==> src/phase_shed_pkg.sv <==
// Purpose: shared constants of the phase shedding configuration bank
// Assumes: currents in whole amperes, ramp amplitudes in millivolts
// Notes: CMD_THRESH and CMD_RAMP_CFG are word commands and CMD_PAGE a byte command on the management bus
package phase_shed_pkg;

  ////////////////////////////////////////////////////////////////////////////
  // command codes and page values
  localparam logic [7:0] CMD_PAGE = 8'h00;
  localparam logic [7:0] CMD_RAMP_CFG = 8'hde;
  localparam logic [7:0] CMD_THRESH = 8'hdf;
  localparam logic [7:0] PAGE_A = 8'h00;
  localparam logic [7:0] PAGE_B = 8'h01;

  ////////////////////////////////////////////////////////////////////////////
  // phase_shed_thresholds field layout
  localparam int DCM_BIT = 15;
  localparam int DROP21_LSB = 13;
  localparam int ADD23_LSB = 6;
  localparam int ADD12_LSB = 4;
  localparam int SHED1_BIT = 3;
  localparam int COARSE_LSB = 0;

  ////////////////////////////////////////////////////////////////////////////
  // ramp_and_shed_config field layout
  localparam int DROP32_LSB = 8;
  localparam int SHED_EN_BIT = 7;
  localparam int DYN_2PH_BIT = 4;
  localparam int DYN_1PH_BIT = 3;
  localparam int RAMP_LSB = 0;

  ////////////////////////////////////////////////////////////////////////////
  // reset values (stand in for the nonvolatile defaults)
  localparam logic [15:0] THRESH_RESET = 16'h0000;
  localparam logic [15:0] CFG_RESET = 16'h0000;
  localparam logic [15:0] RDATA_RESET = 16'h0000;

  ////////////////////////////////////////////////////////////////////////////
  // threshold arithmetic, amperes
  localparam logic [7:0] IEFF_BASE_A = 8'h0c;
  localparam logic [7:0] ADD_BASE_A = 8'h06;
  localparam logic [7:0] DROP_BELOW_A = 8'h02;

  ////////////////////////////////////////////////////////////////////////////
  // ramp amplitudes, millivolts
  localparam logic [8:0] RAMP_STEP_MV = 9'h028;
  localparam logic [8:0] RAMP_1PH_MV = 9'h050;
  localparam logic [8:0] RAMP_2PH_MV = 9'h078;

endpackage
==> src/phase_shed_channel.sv <==
// Purpose: phase count engine and ramp decode for one channel
// Assumes: current samples are synchronous to mclk_i
// Notes: phase count moves one step per clock at most
module phase_shed_channel (
  // clock and reset
  input wire logic mclk_i,
  input wire logic nrst_i,
  // configuration words of this channel
  input wire logic [15:0] thresh_i,
  input wire logic [15:0] cfg_i,
  // current samples
  input wire logic [7:0] avg_current_i,
  input wire logic [7:0] peak_current_i,
  // results
  output logic [1:0] phase_count_o,
  output logic dcm_enable_o,
  output logic [8:0] ramp_mv_o
);

  typedef enum logic [1:0] {PH_ONE, PH_TWO, PH_THREE} phase_e;

  typedef struct packed {
    phase_e phase;
    logic [1:0] count;
    logic dcm;
    logic [8:0] ramp;
  } chan_s;

  localparam chan_s CHAN_RESET = '{PH_THREE, 2'h3, 1'b0, phase_shed_pkg::RAMP_STEP_MV};

  chan_s q;
  chan_s d;
  logic [7:0] ieff;
  logic [7:0] drop21;
  logic [7:0] add12;
  logic [7:0] add23;
  logic [7:0] drop32;
  logic shed_en;
  logic shed1_en;

  ////////////////////////////////////////////////////////////////////////////
  // thresholds and phase stepping
  always_comb begin
    d = q;
    ieff = phase_shed_pkg::IEFF_BASE_A + {5'h00, thresh_i[phase_shed_pkg::COARSE_LSB +: 2], 1'b0};
    drop21 = ieff + {5'h00, thresh_i[phase_shed_pkg::DROP21_LSB +: 2], 1'b0} - phase_shed_pkg::DROP_BELOW_A;
    add12 = ieff + phase_shed_pkg::ADD_BASE_A + {5'h00, thresh_i[phase_shed_pkg::ADD12_LSB +: 2], 1'b0};
    add23 = {ieff[6:0], 1'b0} + phase_shed_pkg::ADD_BASE_A
      + {5'h00, thresh_i[phase_shed_pkg::ADD23_LSB +: 2], 1'b0};
    drop32 = {ieff[6:0], 1'b0} + {5'h00, cfg_i[phase_shed_pkg::DROP32_LSB +: 2], 1'b0}
      - phase_shed_pkg::DROP_BELOW_A;
    shed_en = cfg_i[phase_shed_pkg::SHED_EN_BIT];
    shed1_en = thresh_i[phase_shed_pkg::SHED1_BIT];
    unique case (q.phase)
      PH_ONE: begin
        // leave one phase when not permitted
        if (!shed_en || !shed1_en || peak_current_i >= add12) begin
          d.phase = PH_TWO;
        end
      end
      PH_TWO: begin
        // disabled shedding climbs back to full
        if (!shed_en || peak_current_i >= add23) begin
          d.phase = PH_THREE;
        end else if (shed1_en && avg_current_i <= drop21) begin
          d.phase = PH_ONE;
        end
      end
      PH_THREE: begin
        if (shed_en && avg_current_i <= drop32) begin
          d.phase = PH_TWO;
        end
      end
    endcase
    unique case (d.phase)
      PH_ONE: d.count = 2'h1;
      PH_TWO: d.count = 2'h2;
      PH_THREE: d.count = 2'h3;
    endcase
    d.dcm = (d.phase == PH_ONE) && thresh_i[phase_shed_pkg::DCM_BIT];
    d.ramp = 9'(({6'h00, cfg_i[phase_shed_pkg::RAMP_LSB +: 3]} + 9'h001) * phase_shed_pkg::RAMP_STEP_MV);
    if (d.phase == PH_ONE && cfg_i[phase_shed_pkg::DYN_1PH_BIT]) begin
      d.ramp = phase_shed_pkg::RAMP_1PH_MV;
    end else if (d.phase == PH_TWO && cfg_i[phase_shed_pkg::DYN_2PH_BIT]) begin
      d.ramp = phase_shed_pkg::RAMP_2PH_MV;
    end
  end

  always_ff @(posedge mclk_i) begin
    if (!nrst_i) begin
      q <= CHAN_RESET;
    end else begin
      q <= d;
    end
  end

  assign phase_count_o = q.count;
  assign dcm_enable_o = q.dcm;
  assign ramp_mv_o = q.ramp;

  ////////////////////////////////////////////////////////////////////////////
  // checks
  step_one_a: assert property (@(posedge mclk_i) disable iff (!nrst_i)
    (q.count != $past(q.count)) |-> (q.count == $past(q.count) + 2'h1 || q.count + 2'h1 == $past(q.count)))
    else $error("phase count jumped by more than one");
  no_single_a: assert property (@(posedge mclk_i) disable iff (!nrst_i)
    !thresh_i[phase_shed_pkg::SHED1_BIT] |=> q.count != 2'h1)
    else $error("single phase reached while not permitted");
  disabled_full_a: assert property (@(posedge mclk_i) disable iff (!nrst_i)
    (!cfg_i[phase_shed_pkg::SHED_EN_BIT])[*2] |=> q.count == 2'h3)
    else $error("shedding disabled but not at three phases");
  dcm_gate_a: assert property (@(posedge mclk_i) disable iff (!nrst_i)
    q.dcm |-> q.count == 2'h1 && $past(thresh_i[phase_shed_pkg::DCM_BIT]))
    else $error("discontinuous mode outside enabled single phase");
  ramp_decode_a: assert property (@(posedge mclk_i) disable iff (!nrst_i)
    cfg_i[4:3] == 2'b00 |=> q.ramp == 9'(({6'h00, $past(cfg_i[2:0])} + 9'h001) * 9'h028))
    else $error("ramp amplitude decode wrong");
  add_second_a: assert property (@(posedge mclk_i) disable iff (!nrst_i)
    q.count == 2'h1 && peak_current_i >= 8'(8'h12 + {5'h00, thresh_i[1:0], 1'b0} + {5'h00, thresh_i[5:4], 1'b0})
    |=> q.count == 2'h2)
    else $error("second phase not added");
  add_third_a: assert property (@(posedge mclk_i) disable iff (!nrst_i)
    q.count == 2'h2 && peak_current_i >= 8'(8'h1e + {4'h0, thresh_i[1:0], 2'b00} + {5'h00, thresh_i[7:6], 1'b0})
    |=> q.count == 2'h3)
    else $error("third phase not added");
  drop_two_a: assert property (@(posedge mclk_i) disable iff (!nrst_i)
    q.count == 2'h2 && cfg_i[7] && thresh_i[3] && peak_current_i < add23
    && avg_current_i <= 8'(8'h0a + {5'h00, thresh_i[1:0], 1'b0} + {5'h00, thresh_i[14:13], 1'b0})
    |=> q.count == 2'h1)
    else $error("drop to one phase missed");
  drop_three_a: assert property (@(posedge mclk_i) disable iff (!nrst_i)
    q.count == 2'h3 && cfg_i[7]
    && avg_current_i <= 8'(8'h16 + {4'h0, thresh_i[1:0], 2'b00} + {5'h00, cfg_i[9:8], 1'b0})
    |=> q.count == 2'h2)
    else $error("drop to two phases missed");

endmodule

==> src/phase_shed_config.sv <==
// Purpose: paged phase shedding configuration bank with two channel engines
// Assumes: a bus front end delivers decoded word and byte transactions
// Notes: ack and nack are one-cycle pulses one edge after the request

//////////////////////////////////////////////////////////////////////////////
// Notes on behaviour
// - ramp codes give 40 to 320 mV
// - word stored per channel, page selects
// - bit 15 allows discontinuous single phase
// - two-to-one drop at ieff plus offset
// - third phase added at twice ieff plus
// - second phase added at ieff plus offset
// - bit 3 clear forbids single phase
// - coarse field picks 12 to 18 A
// - ramp code sits in companion bits 2:0
// - companion bit 7 enables shedding
// - three-to-two drop at twice ieff plus offset
module phase_shed_config #(
  parameter logic [15:0] THRESH_INIT = phase_shed_pkg::THRESH_RESET,
  parameter logic [15:0] CFG_INIT = phase_shed_pkg::CFG_RESET
) (
  // clock and reset
  input wire logic mclk_i,
  input wire logic nrst_i,
  // decoded bus transactions
  input wire logic xfer_valid_i,
  input wire logic xfer_write_i,
  input wire logic xfer_word_i,
  input wire logic [7:0] xfer_cmd_i,
  input wire logic [15:0] xfer_wdata_i,
  output logic [15:0] xfer_rdata_o,
  output logic xfer_ack_o,
  output logic xfer_nack_o,
  // channel a current samples and results
  input wire logic [7:0] a_avg_current_i,
  input wire logic [7:0] a_peak_current_i,
  output logic [1:0] a_phase_count_o,
  output logic a_dcm_enable_o,
  output logic [8:0] a_ramp_mv_o,
  // channel b current samples and results
  input wire logic [7:0] b_avg_current_i,
  input wire logic [7:0] b_peak_current_i,
  output logic [1:0] b_phase_count_o,
  output logic b_dcm_enable_o,
  output logic [8:0] b_ramp_mv_o
);

  typedef struct packed {
    logic page;
    logic [1:0][15:0] thresh;
    logic [1:0][15:0] cfg;
    logic [15:0] rdata;
    logic ack;
    logic nack;
  } bank_s;

  localparam bank_s BANK_RESET = '{1'b0, {THRESH_INIT, THRESH_INIT}, {CFG_INIT, CFG_INIT},
    phase_shed_pkg::RDATA_RESET, 1'b0, 1'b0};

  bank_s q;
  bank_s d;

  ////////////////////////////////////////////////////////////////////////////
  // transaction decode
  always_comb begin
    d = q;
    d.ack = 1'b0;
    d.nack = 1'b0;
    if (xfer_valid_i) begin
      unique case (xfer_cmd_i)
        phase_shed_pkg::CMD_PAGE: begin
          if (xfer_word_i) begin
            d.nack = 1'b1;
          end else if (xfer_write_i) begin
            if (xfer_wdata_i[7:0] == phase_shed_pkg::PAGE_A || xfer_wdata_i[7:0] == phase_shed_pkg::PAGE_B) begin
              d.page = xfer_wdata_i[0];
              d.ack = 1'b1;
            end else begin
              d.nack = 1'b1;
            end
          end else begin
            d.rdata = {15'h0000, q.page};
            d.ack = 1'b1;
          end
        end
        phase_shed_pkg::CMD_THRESH, phase_shed_pkg::CMD_RAMP_CFG: begin
          if (!xfer_word_i) begin
            d.nack = 1'b1;
          end else begin
            d.ack = 1'b1;
            // access lands on the paged channel
            if (xfer_write_i && xfer_cmd_i == phase_shed_pkg::CMD_THRESH) begin
              d.thresh[q.page] = xfer_wdata_i;
            end else if (xfer_write_i) begin
              d.cfg[q.page] = xfer_wdata_i;
            end else if (xfer_cmd_i == phase_shed_pkg::CMD_THRESH) begin
              d.rdata = q.thresh[q.page];
            end else begin
              d.rdata = q.cfg[q.page];
            end
          end
        end
        default: begin
          d.nack = 1'b1;
        end
      endcase
    end
  end

  always_ff @(posedge mclk_i) begin
    if (!nrst_i) begin
      q <= BANK_RESET;
    end else begin
      q <= d;
    end
  end

  assign xfer_rdata_o = q.rdata;
  assign xfer_ack_o = q.ack;
  assign xfer_nack_o = q.nack;

  ////////////////////////////////////////////////////////////////////////////
  // channel engines
  // fixed field layout shared by both channels
  phase_shed_channel chan_a (
    .mclk_i(mclk_i),
    .nrst_i(nrst_i),
    .thresh_i(q.thresh[0]),
    .cfg_i(q.cfg[0]),
    .avg_current_i(a_avg_current_i),
    .peak_current_i(a_peak_current_i),
    .phase_count_o(a_phase_count_o),
    .dcm_enable_o(a_dcm_enable_o),
    .ramp_mv_o(a_ramp_mv_o)
  );

  // ramp code taken from companion bits 2:0
  phase_shed_channel chan_b (
    .mclk_i(mclk_i),
    .nrst_i(nrst_i),
    .thresh_i(q.thresh[1]),
    .cfg_i(q.cfg[1]),
    .avg_current_i(b_avg_current_i),
    .peak_current_i(b_peak_current_i),
    .phase_count_o(b_phase_count_o),
    .dcm_enable_o(b_dcm_enable_o),
    .ramp_mv_o(b_ramp_mv_o)
  );

  ////////////////////////////////////////////////////////////////////////////
  // checks
  paged_store_a: assert property (@(posedge mclk_i) disable iff (!nrst_i)
    xfer_valid_i && xfer_write_i && xfer_word_i && xfer_cmd_i == 8'hdf
    |=> q.thresh[$past(q.page)] == $past(xfer_wdata_i) && q.thresh[!$past(q.page)] == $past(q.thresh[!q.page]))
    else $error("threshold write hit wrong channel");
  byte_refused_a: assert property (@(posedge mclk_i) disable iff (!nrst_i)
    xfer_valid_i && !xfer_word_i && (xfer_cmd_i == 8'hdf || xfer_cmd_i == 8'hde)
    |=> q.nack && !q.ack && $stable(q.thresh) && $stable(q.cfg))
    else $error("byte access to word register not refused");
  paged_read_a: assert property (@(posedge mclk_i) disable iff (!nrst_i)
    xfer_valid_i && !xfer_write_i && xfer_word_i && xfer_cmd_i == 8'hde
    |=> q.ack && q.rdata == $past(q.cfg[q.page]))
    else $error("config read returned wrong channel");

endmodule

==> config.mk <==
export PLATFORM = sky130hd
export DESIGN_NAME = phase_shed_config
export DESIGN_NICKNAME = d
export VERILOG_FILES = /design/src/phase_shed_pkg.sv /design/src/phase_shed_channel.sv /design/src/phase_shed_config.sv
export SDC_FILE = /design/constraint.sdc
export NUM_CORES = 1
export LEC_CHECK = 0
export BUFFER_PORTS_ARGS = -buffer_cell sky130_fd_sc_hd__buf_4
export CORE_UTILIZATION = 63
export DETAILED_ROUTE_END_ITERATION = 8
export GPL_TIMING_DRIVEN = 0
export MAX_ROUTING_LAYER = met4
export PLACE_DENSITY = 0.95
export SYNTH_ARGS = -nofsm -noshare
export SYNTH_HDL_FRONTEND = slang
export SYNTH_HIERARCHICAL = 1
export SYNTH_SLANG_ARGS = --single-unit
==> constraint.sdc <==
create_clock -name mclk_i -period 5 [get_ports mclk_i]
set_input_delay 0.25 -clock mclk_i [delete_from_list [all_inputs] [get_ports mclk_i]]
set_output_delay 0.25 -clock mclk_i [all_outputs]
set_load 0.005 [all_outputs]
After elaboration in Yosys (flattened, before gate mapping)
Index checks and enable logic that the tools add are counted.
{"block": "classes", "n_addsub": 20, "multipliers": 2, "n_lt_le_gt_ge": 10, "eq_ne": 16, "muxes": 38, "bitwise": 3, "reduce_logical": 40}
{"operator": "16-bit two-way mux", "n": 9}
{"operator": "32-bit bitwise mux", "n": 2}
{"operator": "17-bit two-way mux", "n": 2}
{"operator": "17-bit one-hot mux with 2 select lines", "n": 1}
{"operator": "8-bit by 3-bit adder with 8-bit output", "n": 4}
{"operator": "8-bit by 3-bit adder with 8-bit output, second input constant", "n": 4}
{"operator": "8-bit greater-or-equal comparator", "n": 4}
{"operator": "8-bit less-or-equal comparator", "n": 4}
{"operator": "8-bit by 2-bit subtractor with 8-bit output, second input constant", "n": 4}
{"operator": "7-bit two-way mux", "n": 4}
{"operator": "2-bit one-hot mux with 3 select lines", "n": 4}
{"operator": "16-bit demux with 1-bit select", "n": 1}
{"operator": "8-bit equality test, second input constant", "n": 2}
{"operator": "8-bit zero test", "n": 2}
{"operator": "2-bit two-way mux", "n": 8}
{"operator": "6-bit by 3-bit adder with 7-bit output", "n": 2}
{"operator": "5-bit by 3-bit adder with 6-bit output", "n": 2}
{"operator": "1-bit logical AND", "n": 12}
{"operator": "4-bit by 3-bit multiplier with 6-bit output, second input constant", "n": 2}
{"operator": "4-bit by 3-bit adder with 5-bit output, first input constant", "n": 2}
{"operator": "2-bit inequality test, second input constant", "n": 5}
{"operator": "5-bit AND reduction", "n": 2}
{"operator": "3-bit by 1-bit adder with 4-bit output, second input constant", "n": 2}
{"operator": "2-bit by 1-bit equality test with 1-bit output, second input constant", "n": 4}
{"operator": "16 further kinds", "n": 41}
{"block": "word_totals", "ff_bits": 111, "inputBits": 61, "output_inout_bits": 42, "word_cells": 149}

Logic depth before layout (Yosys ltp)
Gate-level depths: netlist (run 1).
{"block": "logic_depth", "word_depth": 12, "ltp_mapped": 19, "depth_no_buf": 19}

Hierarchy
The synthesis (run 1) kept the hierarchy.
{"module": "phase_shed_config", "n_inst": 1, "cells_each": 382, "area_per_inst_um2": 3881.2, "seq_area_each_um2": 1661.6}
{"module": "phase_shed_channel (chan_b)", "n_inst": 1, "cells_each": 180, "area_per_inst_um2": 1539.0, "seq_area_each_um2": 220.2}
{"module": "phase_shed_channel (chan_a)", "n_inst": 1, "cells_each": 176, "area_per_inst_um2": 1512.7, "seq_area_each_um2": 220.2}

Worst setup path before layout (run 1)
Ideal clock, no wire load.
{"block": "synth_path", "kind": "reg-to-reg", "startpoint": "reg q[50] (netlist bit)", "endpoint": "reg chan_a.q (netlist bit chan_a/ramp_mv_o[8])", "setup_ps": 114, "arrival_ps": 3086, "t_required_ps": 4886, "setup_slack_ps": 1800, "path_stages_with_launch": 17, "n_path_buf": 0, "synth_period_minus_slack_ps": 3200, "cell_sequence": "dfxtp_1 inv_1 ha_1 inv_1 ha_1 fa_1 inv_1 ha_1 a21oi_1 o21ai_0 a221o_1 a2111oi_4 o21a_1 ha_1 nand2_1 nand3_1 nor2b_1"}
{"block": "synth_via", "elab_chain_len": 11, "elab_cells_between_ends": 27, "classes_between": "add/sub (9); order compare (4); eq/ne (1); mux (5); reduce/logical (8)"}
{"element": "start, declared", "line_no": "phase_shed_config.sv:60", "text": "bank_s q;"}
{"element": "start signal, assigned", "line_no": "phase_shed_config.sv:112", "text": "q <= BANK_RESET;"}
{"element": "start signal, assigned", "line_no": "phase_shed_config.sv:114", "text": "q <= d;"}
{"element": "4-bit by 3-bit adder with 5-bit output (*)", "line_no": "phase_shed_channel.sv:45", "text": "ieff = phase_shed_pkg::IEFF_BASE_A + {5'h00, thresh_i[phase_shed_pkg::COARSE_LSB +: 2], 1'b0};"}
{"element": "5-bit by 3-bit adder with 6-bit output", "line_no": "phase_shed_channel.sv:46", "text": "drop21 = ieff + {5'h00, thresh_i[phase_shed_pkg::DROP21_LSB +: 2], 1'b0} - phase_shed_pkg::DROP_BELOW_A;"}
{"element": "8-bit by 2-bit subtractor with 8-bit output", "line_no": "phase_shed_channel.sv:46"}
{"element": "8-bit less-or-equal comparator", "line_no": "phase_shed_channel.sv:65", "text": "end else if (shed1_en && avg_current_i <= drop21) begin"}
{"element": "1-bit logical AND", "line_no": "phase_shed_channel.sv:65"}
{"element": "2-bit two-way mux", "line_no": "phase_shed_channel.sv:65"}
{"element": "2-bit two-way mux", "line_no": "phase_shed_channel.sv:63", "text": "if (!shed_en || peak_current_i >= add23) begin"}
{"element": "2-bit one-hot mux with 3 select lines (*)", "line_no": "phase_shed_channel.sv:54", "text": "unique case (q.phase)"}
{"element": "2-bit by 1-bit equality test with 1-bit output / 2-bit zero test (equally long branches)", "line_no": "phase_shed_channel.sv:84, phase_shed_channel.sv:82"}
{"element": "1-bit logical AND (on tied branches)", "line_no": "phase_shed_channel.sv:84, phase_shed_channel.sv:82"}
{"element": "3-bit OR reduction (no line) (*)"}
{"element": "end signal, assigned", "line_no": "phase_shed_channel.sv:91", "text": "q <= CHAN_RESET;"}
{"element": "end signal, assigned", "line_no": "phase_shed_channel.sv:93", "text": "q <= d;"}
{"element": "end, declared", "line_no": "phase_shed_channel.sv:31", "text": "chan_s q;"}
Every way passes the cells marked *; elsewhere a longest branch is shown, timed or not.
A chain may end at the register's enable or synchronous reset.

Worst setup path after layout (run 1)
{"block": "layout_path", "startpoint": "reg q[50] (netlist bit)", "endpoint": "reg chan_a.q (netlist bit chan_a/ramp_mv_o[6])"}
{"block": "layout_via", "elab_chain_len": 12, "elab_cells_between_ends": 28, "classes_between": "add/sub (9); order compare (4); eq/ne (1); mux (7); reduce/logical (7)"}
{"element": "4-bit by 3-bit adder with 5-bit output (*)", "line_no": "phase_shed_channel.sv:45"}
{"element": "5-bit by 3-bit adder with 6-bit output", "line_no": "phase_shed_channel.sv:46"}
{"element": "8-bit by 2-bit subtractor with 8-bit output", "line_no": "phase_shed_channel.sv:46"}
{"element": "8-bit less-or-equal comparator", "line_no": "phase_shed_channel.sv:65"}
{"element": "1-bit logical AND", "line_no": "phase_shed_channel.sv:65"}
{"element": "2-bit two-way mux", "line_no": "phase_shed_channel.sv:65"}
{"element": "2-bit two-way mux", "line_no": "phase_shed_channel.sv:63"}
{"element": "2-bit one-hot mux with 3 select lines (*)", "line_no": "phase_shed_channel.sv:54"}
{"element": "2-bit by 1-bit equality test with 1-bit output", "line_no": "phase_shed_channel.sv:84", "text": "end else if (d.phase == PH_TWO && cfg_i[phase_shed_pkg::DYN_2PH_BIT]) begin"}
{"element": "1-bit logical AND", "line_no": "phase_shed_channel.sv:84"}
{"element": "7-bit two-way mux", "line_no": "phase_shed_channel.sv:84"}
{"element": "7-bit two-way mux (*)", "line_no": "phase_shed_channel.sv:82", "text": "if (d.phase == PH_ONE && cfg_i[phase_shed_pkg::DYN_1PH_BIT]) begin"}
Marked as above.

==> metrics.yaml, run 1 <==
io_pins: 103
slowest_delay_ps: 520
dieWidth_um: 107
h-tree-depth: 3
period_share_pct: 80.1
synth_cell_types: 69
setup_viol: 0
nets: 998
fp.coreArea_um2: 10500
power-per-cell-area_nw_per_um2: 244
drtPass1Iterations: 5
vias: 5988
outcome: "finished, final reports clean"
synth_seq_area_share_pct: 30.3
grt_pass1_wl_um: 28400
slowest_stage: "fa_1"
drt-wirelength-per-cell_um: 17.9
cp.required_ps: 5340
syn-instance-count: 738
ir_drop_uv: 244
grt_overflow: 0
tns_ps: 0
track_usage_pct: 33.0
synth_flop_cell: "dfxtp_1"
worstSetupPathType: "reg -> reg"
synth-edff-count: 0
viasPerCell: 6.05
syn_to_final_growth_pct: 15.9
arrival_ps: 4350
clk_pin_slew_worst_paths_ps: 110
avgSynthCellArea_um2: 9.39
drc: 0
start_util_pct: 66.0
routabilityCongestion: 0.885
diodes: 0
worstHoldPathType: "in -> reg"
crit_path_end_kind: "register"
yosysWarnings: 6
hold_buffers: 0
maxSlewHeadroom_pct: 46.4
maxSlewViolCount: 0
leakagePower_nw: 3.78
drt_iter0_drc: 587
numPortBuffers: 96
clock_skew_ps: 11.6
rows: 37
fmax_mhz: 250
die_area_um2: 11400
hpwlAfterDp_um: 12900
cts_setup_buffers: 0
cts_tree: "done"
clock_path_buffers: 2
synth_seq_cells: 105
final_common_cell: "buf_4"
final_cell_mix: "buf_4 (136), nand2_1 (108), dfxtp_1 (105)"
period_minus_slack_ps: 4000
wl_um: 17700
clock_latency_ps: 390
cts_root_buf: "clkbuf_8"
drive_gt1_share_pct: 22.0
cts_num_sinks: 105
cts_inserted_buffers: 9
fin_util_pct: 76.4
start_kind: "register"
drt.antenna.violating_nets: 0
grt_max_degree: 21
rsz0062_at_grt: "false"
dieHeight_um: 107
antenna_found_initial: 0
cts_resized: 0
final-hold-violation-count: 0
netlist_area_um2: 6930
cap_violations: 0
cp_cell_sequence: "inv_1 -> ha_1 -> inv_1 -> ha_1 -> fa_1 -> inv_1 -> ha_1 -> a21oi_1 -> o21ai_0 -> a221o_1 -> a2111oi_4 -> o21a_1 -> ha_1 -> nand2_1 -> nand2_1 -> o21a_1"
crit_top_cell: "ha_1"
async_reset_ff_share_pct: 0
grt_pass1_vias: 5870
tightest_slew_ps: 798
crit_path_max_fanout: 4
==> path summary, 6_finish.rpt <==
| check | start | cells past startpoint | endpoint | slack [ps] |
|---|---|---|---|---|
| worst max-delay path | q[50] | 16 | chan_a/ramp_mv_o[6] | 1000 |
| worst min-delay path | nrst_i | 2 | chan_b/phase_count_o[1] | 90 |
| worst max register to register | q[50] | 16 | chan_a/ramp_mv_o[6] | 1000 |
| worst min register to register | q[49] | 2 | q[49] | 460 |
==> area by class of cell <==
cell class | instances | area (um2)
buffer | 70 | 470
clock buffer | 9 | 124
clock inverter | 7 | 71.3
fill | 660 | 2470
inverter | 73 | 274
multi-input combinational | 494 | 4100
sequential | 105 | 2100
tap | 136 | 170
timing repair buffer | 96 | 721
==> registers in the layout, indices dropped and copies added (netlist names), 2 cells and up <==
name and cells:
q 65, xfer_rdata_o 16, chan_a/ramp_mv_o 6, chan_b/ramp_mv_o 6, chan_a/phase_count_o 2, chan_a/q 2, chan_b/phase_count_o 2, chan_b/q 2
==> critical path, delay by kind of cell (launching register included) <==
kind,cells,cell delay (ps)
fa+ha+maj,5,1630
compound gates,6,1390
flops,1,410
buf+inv,3,270
simple gates,2,240
==> Yosys cell counts (all sizes together), types with 2 or more instances <==
master   number  area share, %
a221o         2           0.29
buf          48            5.6
mux4         16            5.2
nand3b        5           0.54
inv          73            4.0
o221ai        2           0.25
nand4         3           0.49
a2111oi       3           0.69
a31oi         2           0.18
fa           10            2.9
a41oi         3           0.38
o41a          2           0.34
o21a         19            2.1
o41ai         2           0.25
nor2         12           0.65
o211ai        3           0.32
and4b         3           0.43
or3b          2           0.25
nand2b       10           0.90
a21o          4           0.43
a211oi        3           0.40
or2           3           0.31
o2111ai       3           0.38
a21oi        26            1.9
xor2          2           0.25
or4           3           0.32
dfxtp       105             30
ha           78             14
a211o         2           0.25
and2          2           0.18
nand3        25            1.8
clkbuf       22            1.2
and3         22            2.0
nor4          5           0.88
conb          2           0.11
nand2       108            5.8
o21ai         5           0.36
xnor2         8            1.0
mux2i        64            9.2
nor2b         8           0.72
nand4b        2           0.25
==> layer usage <==
metal / global-route usage (%) / routed length, um / up-vias
li1: - / - / 2735
met1: 38.3 / 6920 / 2743
met2: 53.3 / 8300 / 400
met3: 7.36 / 1640 / 110
met4: 18.1 / 889 / 0
met5: - / 0 / -
==> where the power goes <==
part	switching (W)	internal [W]
Combinational	0.000287	0.000255
Sequential	0.0000160	0.000866
Clock	0.000341	0.000197
Total	0.000644	0.00132
==> through the flow <==
stage / area [um2] / setup slack, ps / total power, W / hold slack, ps / std cells
after CTS: 8030 / 1100 / 0.00195 / 86.8 / 990
after global routing: 8030 / 899 / 0.00204 / 95.2 / 990
after floorplan: 6950 / 1800 / 0.00126 / 323 / 742
after detailed placement: 7840 / 1340 / 0.00142 / 448 / 974
final: 8030 / 996 / 0.00196 / 93.7 / 990
after global placement: 7840 / 1430 / 0.00140 / 438 / 974
==> kinds of logic (layout without fill, tap and decap cells) <==
family,Yosys count,in the layout,synth area share [%]
and+or+nand+nor,219,219,16.3
buffers and inverters,143,255,10.7
DFF,105,105,30.3
AOI/OAI and AO/OA,91,91,9.84
adders and majority gates,88,88,17.0
muxes,80,80,14.4
xor gates and xnor gates,10,10,1.26
other,2,6,0.108
Power figures use the tool's default switching activity.
==> inputs of run 2 (changes only) <==
--- a/config.mk
+++ b/config.mk
@@ -6,11 +6,11 @@
 export NUM_CORES = 1
 export LEC_CHECK = 0
 export BUFFER_PORTS_ARGS = -buffer_cell sky130_fd_sc_hd__buf_4
-export CORE_UTILIZATION = 63
+export CORE_UTILIZATION = 58
 export DETAILED_ROUTE_END_ITERATION = 8
 export GPL_TIMING_DRIVEN = 0
 export MAX_ROUTING_LAYER = met4
-export PLACE_DENSITY = 0.95
+export PLACE_DENSITY = 0.92
 export SYNTH_ARGS = -nofsm -noshare
 export SYNTH_HDL_FRONTEND = slang
 export SYNTH_HIERARCHICAL = 1
==> constraint.sdc (replaced) <==
create_clock -name mclk_i -period 4.1 [get_ports mclk_i]
set_input_delay 0.205 -clock mclk_i [delete_from_list [all_inputs] [get_ports mclk_i]]
set_output_delay 0.205 -clock mclk_i [all_outputs]
set_load 0.005 [all_outputs]
==> run 2 against run 1 <==
Against the previous run:
- the flow now finishes with violations (DRC)
- critical path depth stayed put
- non-clock buffer count stayed put
- first-iteration DRC count is 32% lower
- core utilization is 5.7 points lower
- die area is 8.5% higher
- clock power is 62% higher
- global-route usage is 3.9 points lower
- design area is 1.4% higher
- maximum frequency is 8.0% higher
- clock skew is 1.7 ps higher
- clock-buffer cell count stayed put
- combinational power is 18% higher
- largest power group unchanged
==> metrics.yaml, run 2 (same netlist as run 1, synthesis figures left out) <==
tns_ps: 0  # unchanged
cp_num_cells: 16  # unchanged
finalNonFillerCells: 997  # +0.71%
fillers: 827  # +25%
maxSlewViolCount: 0  # unchanged
largest_reg_flops: 65  # unchanged
grt_overflow: 0  # unchanged
clk_pin_slew_worst_paths_ps: 70  # -40 ps
hold_buffers: 0  # unchanged
met1_usage_pct: 32.2  # -6.1 points
rows: 39  # +5.4%
outcome: "finished, violations left"
grt-busiest-layer: "met2"
slowest_delay_ps: 470  # -50 ps
grt_pass1_wl_um: 27500  # -3.2%
p_int_w: 0.00180  # +37%
cp_cell_sequence: "inv_1 -> ha_1 -> inv_1 -> ha_1 -> fa_1 -> inv_1 -> ha_1 -> a21oi_1 -> o21ai_0 -> a221o_1 -> a2111oi_4 -> o21a_1 -> ha_1 -> nand2_1 -> nand3_1 -> nor2b_1"
crit_path_end_kind: "register"
multi_input_area_um2: 4100  # unchanged
cts_root_buf: "clkbuf_16"
grt_max_degree: 21  # unchanged
finalWorstSetupSlack_ps: 393  # -602 ps
largest_register: "q"
worstHoldPathType: "in -> reg"
critPathTopFamily: "adder cells"
power_frac_clock_pct: 33.8  # +6.4 points
tightest_slew_ps: 723  # -75.3 ps
setup_viol: 0  # unchanged
cts_setup_buffers: 0  # unchanged
place_inst: 981  # +0.72%
dieWidth_um: 111  # +4.1%
drt_iter0_drc: 400  # -32%
rr_worst_depth: 16  # unchanged
final-hold-violation-count: 0  # unchanged
slowest_stage: "fa_1"
routabilityCongestion: 0.896  # +1.3%
drt.antenna.violating_nets: 0  # unchanged
cts_tree: "done"
regArea_um2: 2100  # unchanged
cp.required_ps: 4360  # -980 ps
die_area_um2: 12400  # +8.5%
rr_startpoint: "q[50]"
clock_skew_ps: 13.3  # +1.67 ps
drtPass1Iterations: 7  # +2
final_common_cell: "buf_4"
p_sw_share_pct: 30.4  # -2.4 points
grt_pass1_vias: 5776  # -1.6%
fp.coreArea_um2: 11500  # +9.6%
final_cell_mix: "buf_4 (136), nand2_1 (108), dfxtp_1 (105)"
dp_slack_ps: 466  # -874 ps
cts_inserted_buffers: 9  # unchanged
met3_usage_pct: 5.44  # -1.9 points
maxSlewHeadroom_pct: 51.8  # +5.4 points
io_pins: 103  # unchanged
seq_power_share_pct: 41.5  # -3.4 points
critical_path_buf_inv_count: 3  # unchanged
drc: 14  # +14
wl_um: 16900  # -4.7%
crit_top_cell: "ha_1"
viasPerCell: 5.75  # -4.9%
syn_to_final_growth_pct: 17.5
cap_violations: 0  # unchanged
period_minus_slack_ps: 3710  # -298 ps
nets: 998  # unchanged
drive_gt1_share_pct: 22.0  # unchanged
cts_num_sinks: 105  # unchanged
clock_latency_ps: 370  # -20 ps
period_share_pct: 90.4  # +10 points
combPwrFrac_pct: 24.7  # -2.9 points
track_usage_pct: 29.1  # -3.9 points
clock_path_buffers: 2  # unchanged
start_kind: "register"
hold_ws_ps: 98.0  # +4.27 ps
power_switching_w: 0.000786  # +22%
crit_path_max_fanout: 4  # unchanged
hpwlAfterDp_um: 12700  # -1.3%
fmax_mhz: 270  # +8.0%
drt-wirelength-per-cell_um: 17.0  # -5.3%
rsz0062_at_grt: "false"
diodes: 0  # unchanged
antenna_found_initial: 0  # unchanged
globalRouteMet2Util_pct: 48.8  # -4.5 points
leakagePower_nw: 3.83  # +1.3%
worstSetupPathType: "reg -> reg"
crit_start: "q[50]"
power-per-cell-area_nw_per_um2: 317  # +30%
numPortBuffers: 96  # unchanged
vias: 5733  # -4.3%
arrival_ps: 3960  # -390 ps
dieHeight_um: 111  # +4.1%
holdCritStartpoint: "nrst_i"
ir_drop_uv: 358  # +47%
cts_resized: 0  # unchanged
holdPathStages: 2  # unchanged
h-tree-depth: 3  # unchanged
violations: "DRC"
start_util_pct: 60.2  # -5.8 points
-- run 2: changes by cell type in the layout (fill, tap and decap cells not counted), sizes merged --
cell / previous run / this run
clkinv: 2 / 3
inv: 78 / 77
-- run 2: power by group through the flow --
stage / Combinational [W] / Sequential (W) / Clock (W)
detailed placement: 0.000631 / 0.00110 / 0
floorplan: 0.000443 / 0.00109 / 0
finish: 0.000639 / 0.00107 / 0.000873
CTS: 0.000636 / 0.00107 / 0.000869
global route: 0.000715 / 0.00108 / 0.000914
global placement: 0.000610 / 0.00110 / 0
-- run 2: routing by layer --
metal	vias to the layer above	part of all wire, %
met5	-	0
met4	0	5.7
met3	79	6.5
met2	257	49
met1	2662	39
li1	2735	-
-- run 2: cell type report --
type                            count  share of cell area, %
Multi-Input combinational cell    494                   50.3
Sequential cell                   105                   25.8
Timing Repair Buffer               96                   8.85
Buffer                             70                   5.77
Inverter                           73                   3.36
Clock buffer                        9                   2.76
Tap cell                          143                   2.20
Clock inverter                      7                  0.921
-- run 2: worst paths after layout --
check,endpoint,slack [ps]
max,chan_a/ramp_mv_o[8],390
min reg2reg,q[47],470
max reg2reg,chan_a/ramp_mv_o[8],390
min,chan_b/phase_count_o[1],100
-- run 2: metrics by stage --
stage	power, W	util [%]	area [um2]
2_1_floorplan	0.00154	-	6950
3_3_place_gp	0.00171	68.1	7850
3_5_place_dp	0.00173	68.1	7850
4_1_cts	0.00258	70.8	8150
5_1_grt	0.00271	70.8	8150
6_report	0.00259	70.8	8150
==> inputs of run 3 (changes only) <==
--- a/config.mk
+++ b/config.mk
@@ -13,5 +13,4 @@
 export PLACE_DENSITY = 0.92
 export SYNTH_ARGS = -nofsm -noshare
 export SYNTH_HDL_FRONTEND = slang
-export SYNTH_HIERARCHICAL = 1
 export SYNTH_SLANG_ARGS = --single-unit
==> run 3 against run 2 <==
Against the previous run:
- the run now ends clean
- global-route usage fell by 0.65 points
- first-iteration DRC count rose by 24%
- routed wire length rose by 1.4%
- flip-flop and latch count did not move
- largest power group unchanged
- sequential power barely moved
- highest routed layer unchanged
- register-to-register slack got worse by 260 ps
- clock power rose by 4.9%
- die area fell by 0.80%
- critical path depth fell by 1
==> metrics.yaml, run 3 <==
finalNonFillerCells: 1053  # +5.6%
track_usage_pct: 28.5  # -0.65 points
leakagePower_nw: 3.50  # -8.6%
fmax_mhz: 252  # -6.5%
numPortBuffers: 96  # unchanged
largest_reg_flops: 65  # unchanged
fillers: 812  # -1.8%
rr_startpoint: "q[67]"
tightest_slew_ps: 738  # +14.9 ps
final-hold-violation-count: 0  # unchanged
fp.coreArea_um2: 11500  # -0.42%
viasPerCell: 5.73  # -0.41%
start_kind: "register"
crit_start: "q[67]"
vias: 6030  # +5.2%
die_area_um2: 12300  # -0.80%
synth_compound_area_share_pct: 12.8  # +3.0 points
regArea_um2: 2110  # +0.24%
power_frac_clock_pct: 34.1  # +0.3 points
power_switching_w: 0.000777  # -1.1%
clk_pin_slew_worst_paths_ps: 80  # about the same
postPlaceCellArea_um2: 7800  # -0.62%
io_pins: 103  # unchanged
hpwlAfterDp_um: 12900  # +1.8%
holdCritStartpoint: "xfer_valid_i"
antenna_found_initial: 0  # unchanged
grt_max_degree: 20  # -4.8%
largest_register: "q"
timing.rr.end: "chan_b.phase_count_o[1]"
maxSlewHeadroom_pct: 50.8  # -0.99 points
cts_root_buf: "clkbuf_16"
critPathCapture: "chan_b.phase_count_o[1]"
final_common_cell: "buf_4"
cts_inserted_buffers: 9  # unchanged
routabilityCongestion: 0.964  # +7.5%
seq_power_share_pct: 40.1  # -1.4 points
multi_input_area_um2: 4170  # +1.6%
yosys.cell_count.top_type: "nand2_1"
worstSetupPathType: "reg -> reg"
crit_path_end_kind: "register"
synthTopCellsByArea: "dfxtp_1 (31%), ha_1 (17%), nand2_1 (6.7%)"
rsz0062_at_grt: "true"
async_reset_ff_share_pct: 0  # unchanged
syn-instance-count: 782  # +6.0%
r2r_slack_ps: 130  # -260 ps
netlist_area_um2: 6880  # -0.81%
setup_viol: 0  # unchanged
start_util_pct: 60.0  # -0.23 points
arrival_ps: 4190  # +230 ps
period_share_pct: 96.7  # +6.3 points
place_inst: 1027  # +4.7%
avgSynthCellArea_um2: 8.79  # -6.4%
drt-wirelength-per-cell_um: 16.3  # -4.0%
cts_tree: "done"
final_cell_mix: "buf_4 (144), nand2_1 (122), dfxtp_1 (103)"
diodes: 0  # unchanged
period_minus_slack_ps: 3970  # +259 ps
synth_flop_cell: "dfxtp_1"
drtPass1Iterations: 5  # -2
synth_adder_area_share_pct: 19.2  # +2.2 points
rows: 39  # unchanged
yosys.area.top_type: "dfxtp_1"
dieWidth_um: 111  # -0.40%
drive_gt1_share_pct: 22.5  # +0.51 points
cts_num_sinks: 105  # unchanged
drt.antenna.violating_nets: 0  # unchanged
synthMuxAreaShare_pct: 8.26  # -6.2 points
synth_seq_cells: 105  # unchanged
maxSlewViolCount: 0  # unchanged
rr_worst_depth: 15  # -1
power-per-cell-area_nw_per_um2: 325  # +2.5%
dieHeight_um: 111  # -0.40%
p_int_w: 0.00191  # +5.9%
cap_violations: 0  # unchanged
synth-edff-count: 0  # unchanged
tns_ps: 0  # unchanged
wl_um: 17200  # +1.4%
crit_path_max_fanout: 6  # +2
outcome: "finished, final reports clean"
grt_overflow: 0  # unchanged
finalPower_w: 0.00268  # +3.8%
grt_pass1_wl_um: 27400  # -0.10%
hold_buffers: 0  # unchanged
h-tree-depth: 3  # unchanged
synth_top_family_by_area: "adder cells"
nets: 1066  # +6.8%
clock_latency_ps: 360  # about the same
synthSimpleGateAreaFrac_pct: 16.6  # +0.30 points
drc: 0  # -14
synth_xor_area_share_pct: 2.80  # +1.5 points
design_area_um2: 8250  # +1.3%
ir_drop_uv: 321  # -10%
clock_path_buffers: 2  # unchanged
hold_ws_ps: 117  # +18.9 ps
synth_seq_area_share_pct: 30.6  # +0.25 points
worstHoldPathType: "in -> reg"
synth_commonest_cells: "nand2_1 (122), dfxtp_1 (105), ha_1 (91)"
synth_cell_types: 63  # -8.7%
cp.required_ps: 4330  # -30 ps
drt_iter0_drc: 494  # +24%
combPwrFrac_pct: 25.8  # +1.1 points
yosysWarnings: 0  # -6
netlist.area_leader.share_pct: 30.6  # +0.25 points
p_sw_share_pct: 29.0  # -1.4 points
clock_skew_ps: 13.4  # +0.117 ps
syn_to_final_growth_pct: 20.0
grt_pass1_vias: 5827  # +0.88%
[run 3: cell count changes after synthesis, sizes merged, moves of 8 or more]
cell,previous run,this run
nor2,12,41
o21ai,5,20
o21a,19,1
nand3,25,15
and3,22,5
xnor2,8,16
ha,78,91
a21oi,26,66
nand2,108,122
mux2i,64,20
a22oi,1,15
[run 3: routing by layer]
layer  vias up  GRT usage, %  share of wire, %  wire, um
met5         -             -                 0         0
met4         0          12.8               3.8       652
met3        66          5.30               7.4      1280
met2       277          48.6                49      8420
met1      2787          32.5                40      6800
li1       2900             -                 -         -
[run 3: through the flow]
stage          util (%)  setup WS (ps)
6_report           71.9            134
5_1_grt            71.9          -16.4
4_1_cts            71.4           26.2
3_5_place_dp       68.0           -605
3_3_place_gp       68.0           -555
2_1_floorplan         -           14.1
[run 3: final cells by class]
class                   instances  share of cell area [%]
flip-flops and latches        105                    25.5
inverters                      66                    3.09
repair buffers                106                    9.65
multi-input cells             548                    50.5
well taps                     143                    2.17
plain buffers                  69                    5.20
clock inverters                 6                   0.955
clock buffers                  10                    2.90
[run 3: worst max-delay path, cell delays in order (launching register included)]
cell,delay [ps]
dfxtp_4,410
buf_8,150
clkinvlp_4,110
fa_1,460
inv_1,70
ha_1,160
or3b_2,480
ha_1,320
nand4_1,110
or4_1,540
o211ai_2,150
o21ai_2,120
a311oi_4,360
buf_4,170
xor2_1,150
nand2_1,70
[run 3: logic make-up (layout without fill, tap and decap cells)]
| family | after synthesis | after routing |
|---|---|---|
| xor+xnor | 22 | 22 |
| flops | 105 | 105 |
| mux | 37 | 37 |
| compound gates | 136 | 136 |
| buf+inv | 135 | 257 |
| other cells | 2 | 8 |
| fa+ha+maj | 100 | 100 |
| simple gates | 245 | 245 |
[run 3: how the worst min path moves through the flow]
stage | cells after the start | end | slack [ps]
global route | 3 | q[44] | 130
floorplan | 2 | q[23] | 340
detailed placement | 2 | q[40] | 450
global placement | 2 | q[33] | 440
CTS | 3 | xfer_nack_o | 110
finish | 3 | xfer_nack_o | 120
[run 3: power by group through the flow]
stage / registers [W] / logic (W) / clock network (W)
final: 0.00108 / 0.000691 / 0.000916
after global routing: 0.00108 / 0.000748 / 0.000966
after CTS: 0.00108 / 0.000587 / 0.000917
after detailed placement: 0.00110 / 0.000552 / 0
after floorplan: 0.00109 / 0.000386 / 0
after global placement: 0.00110 / 0.000534 / 0
[run 3: what timing repair did]
item,in CTS,in global routing
pin swaps,1,3
buffers inserted,5,5
gates resized for setup,8,10
gates cloned,0,0
endpoints found under the setup margin,20,19
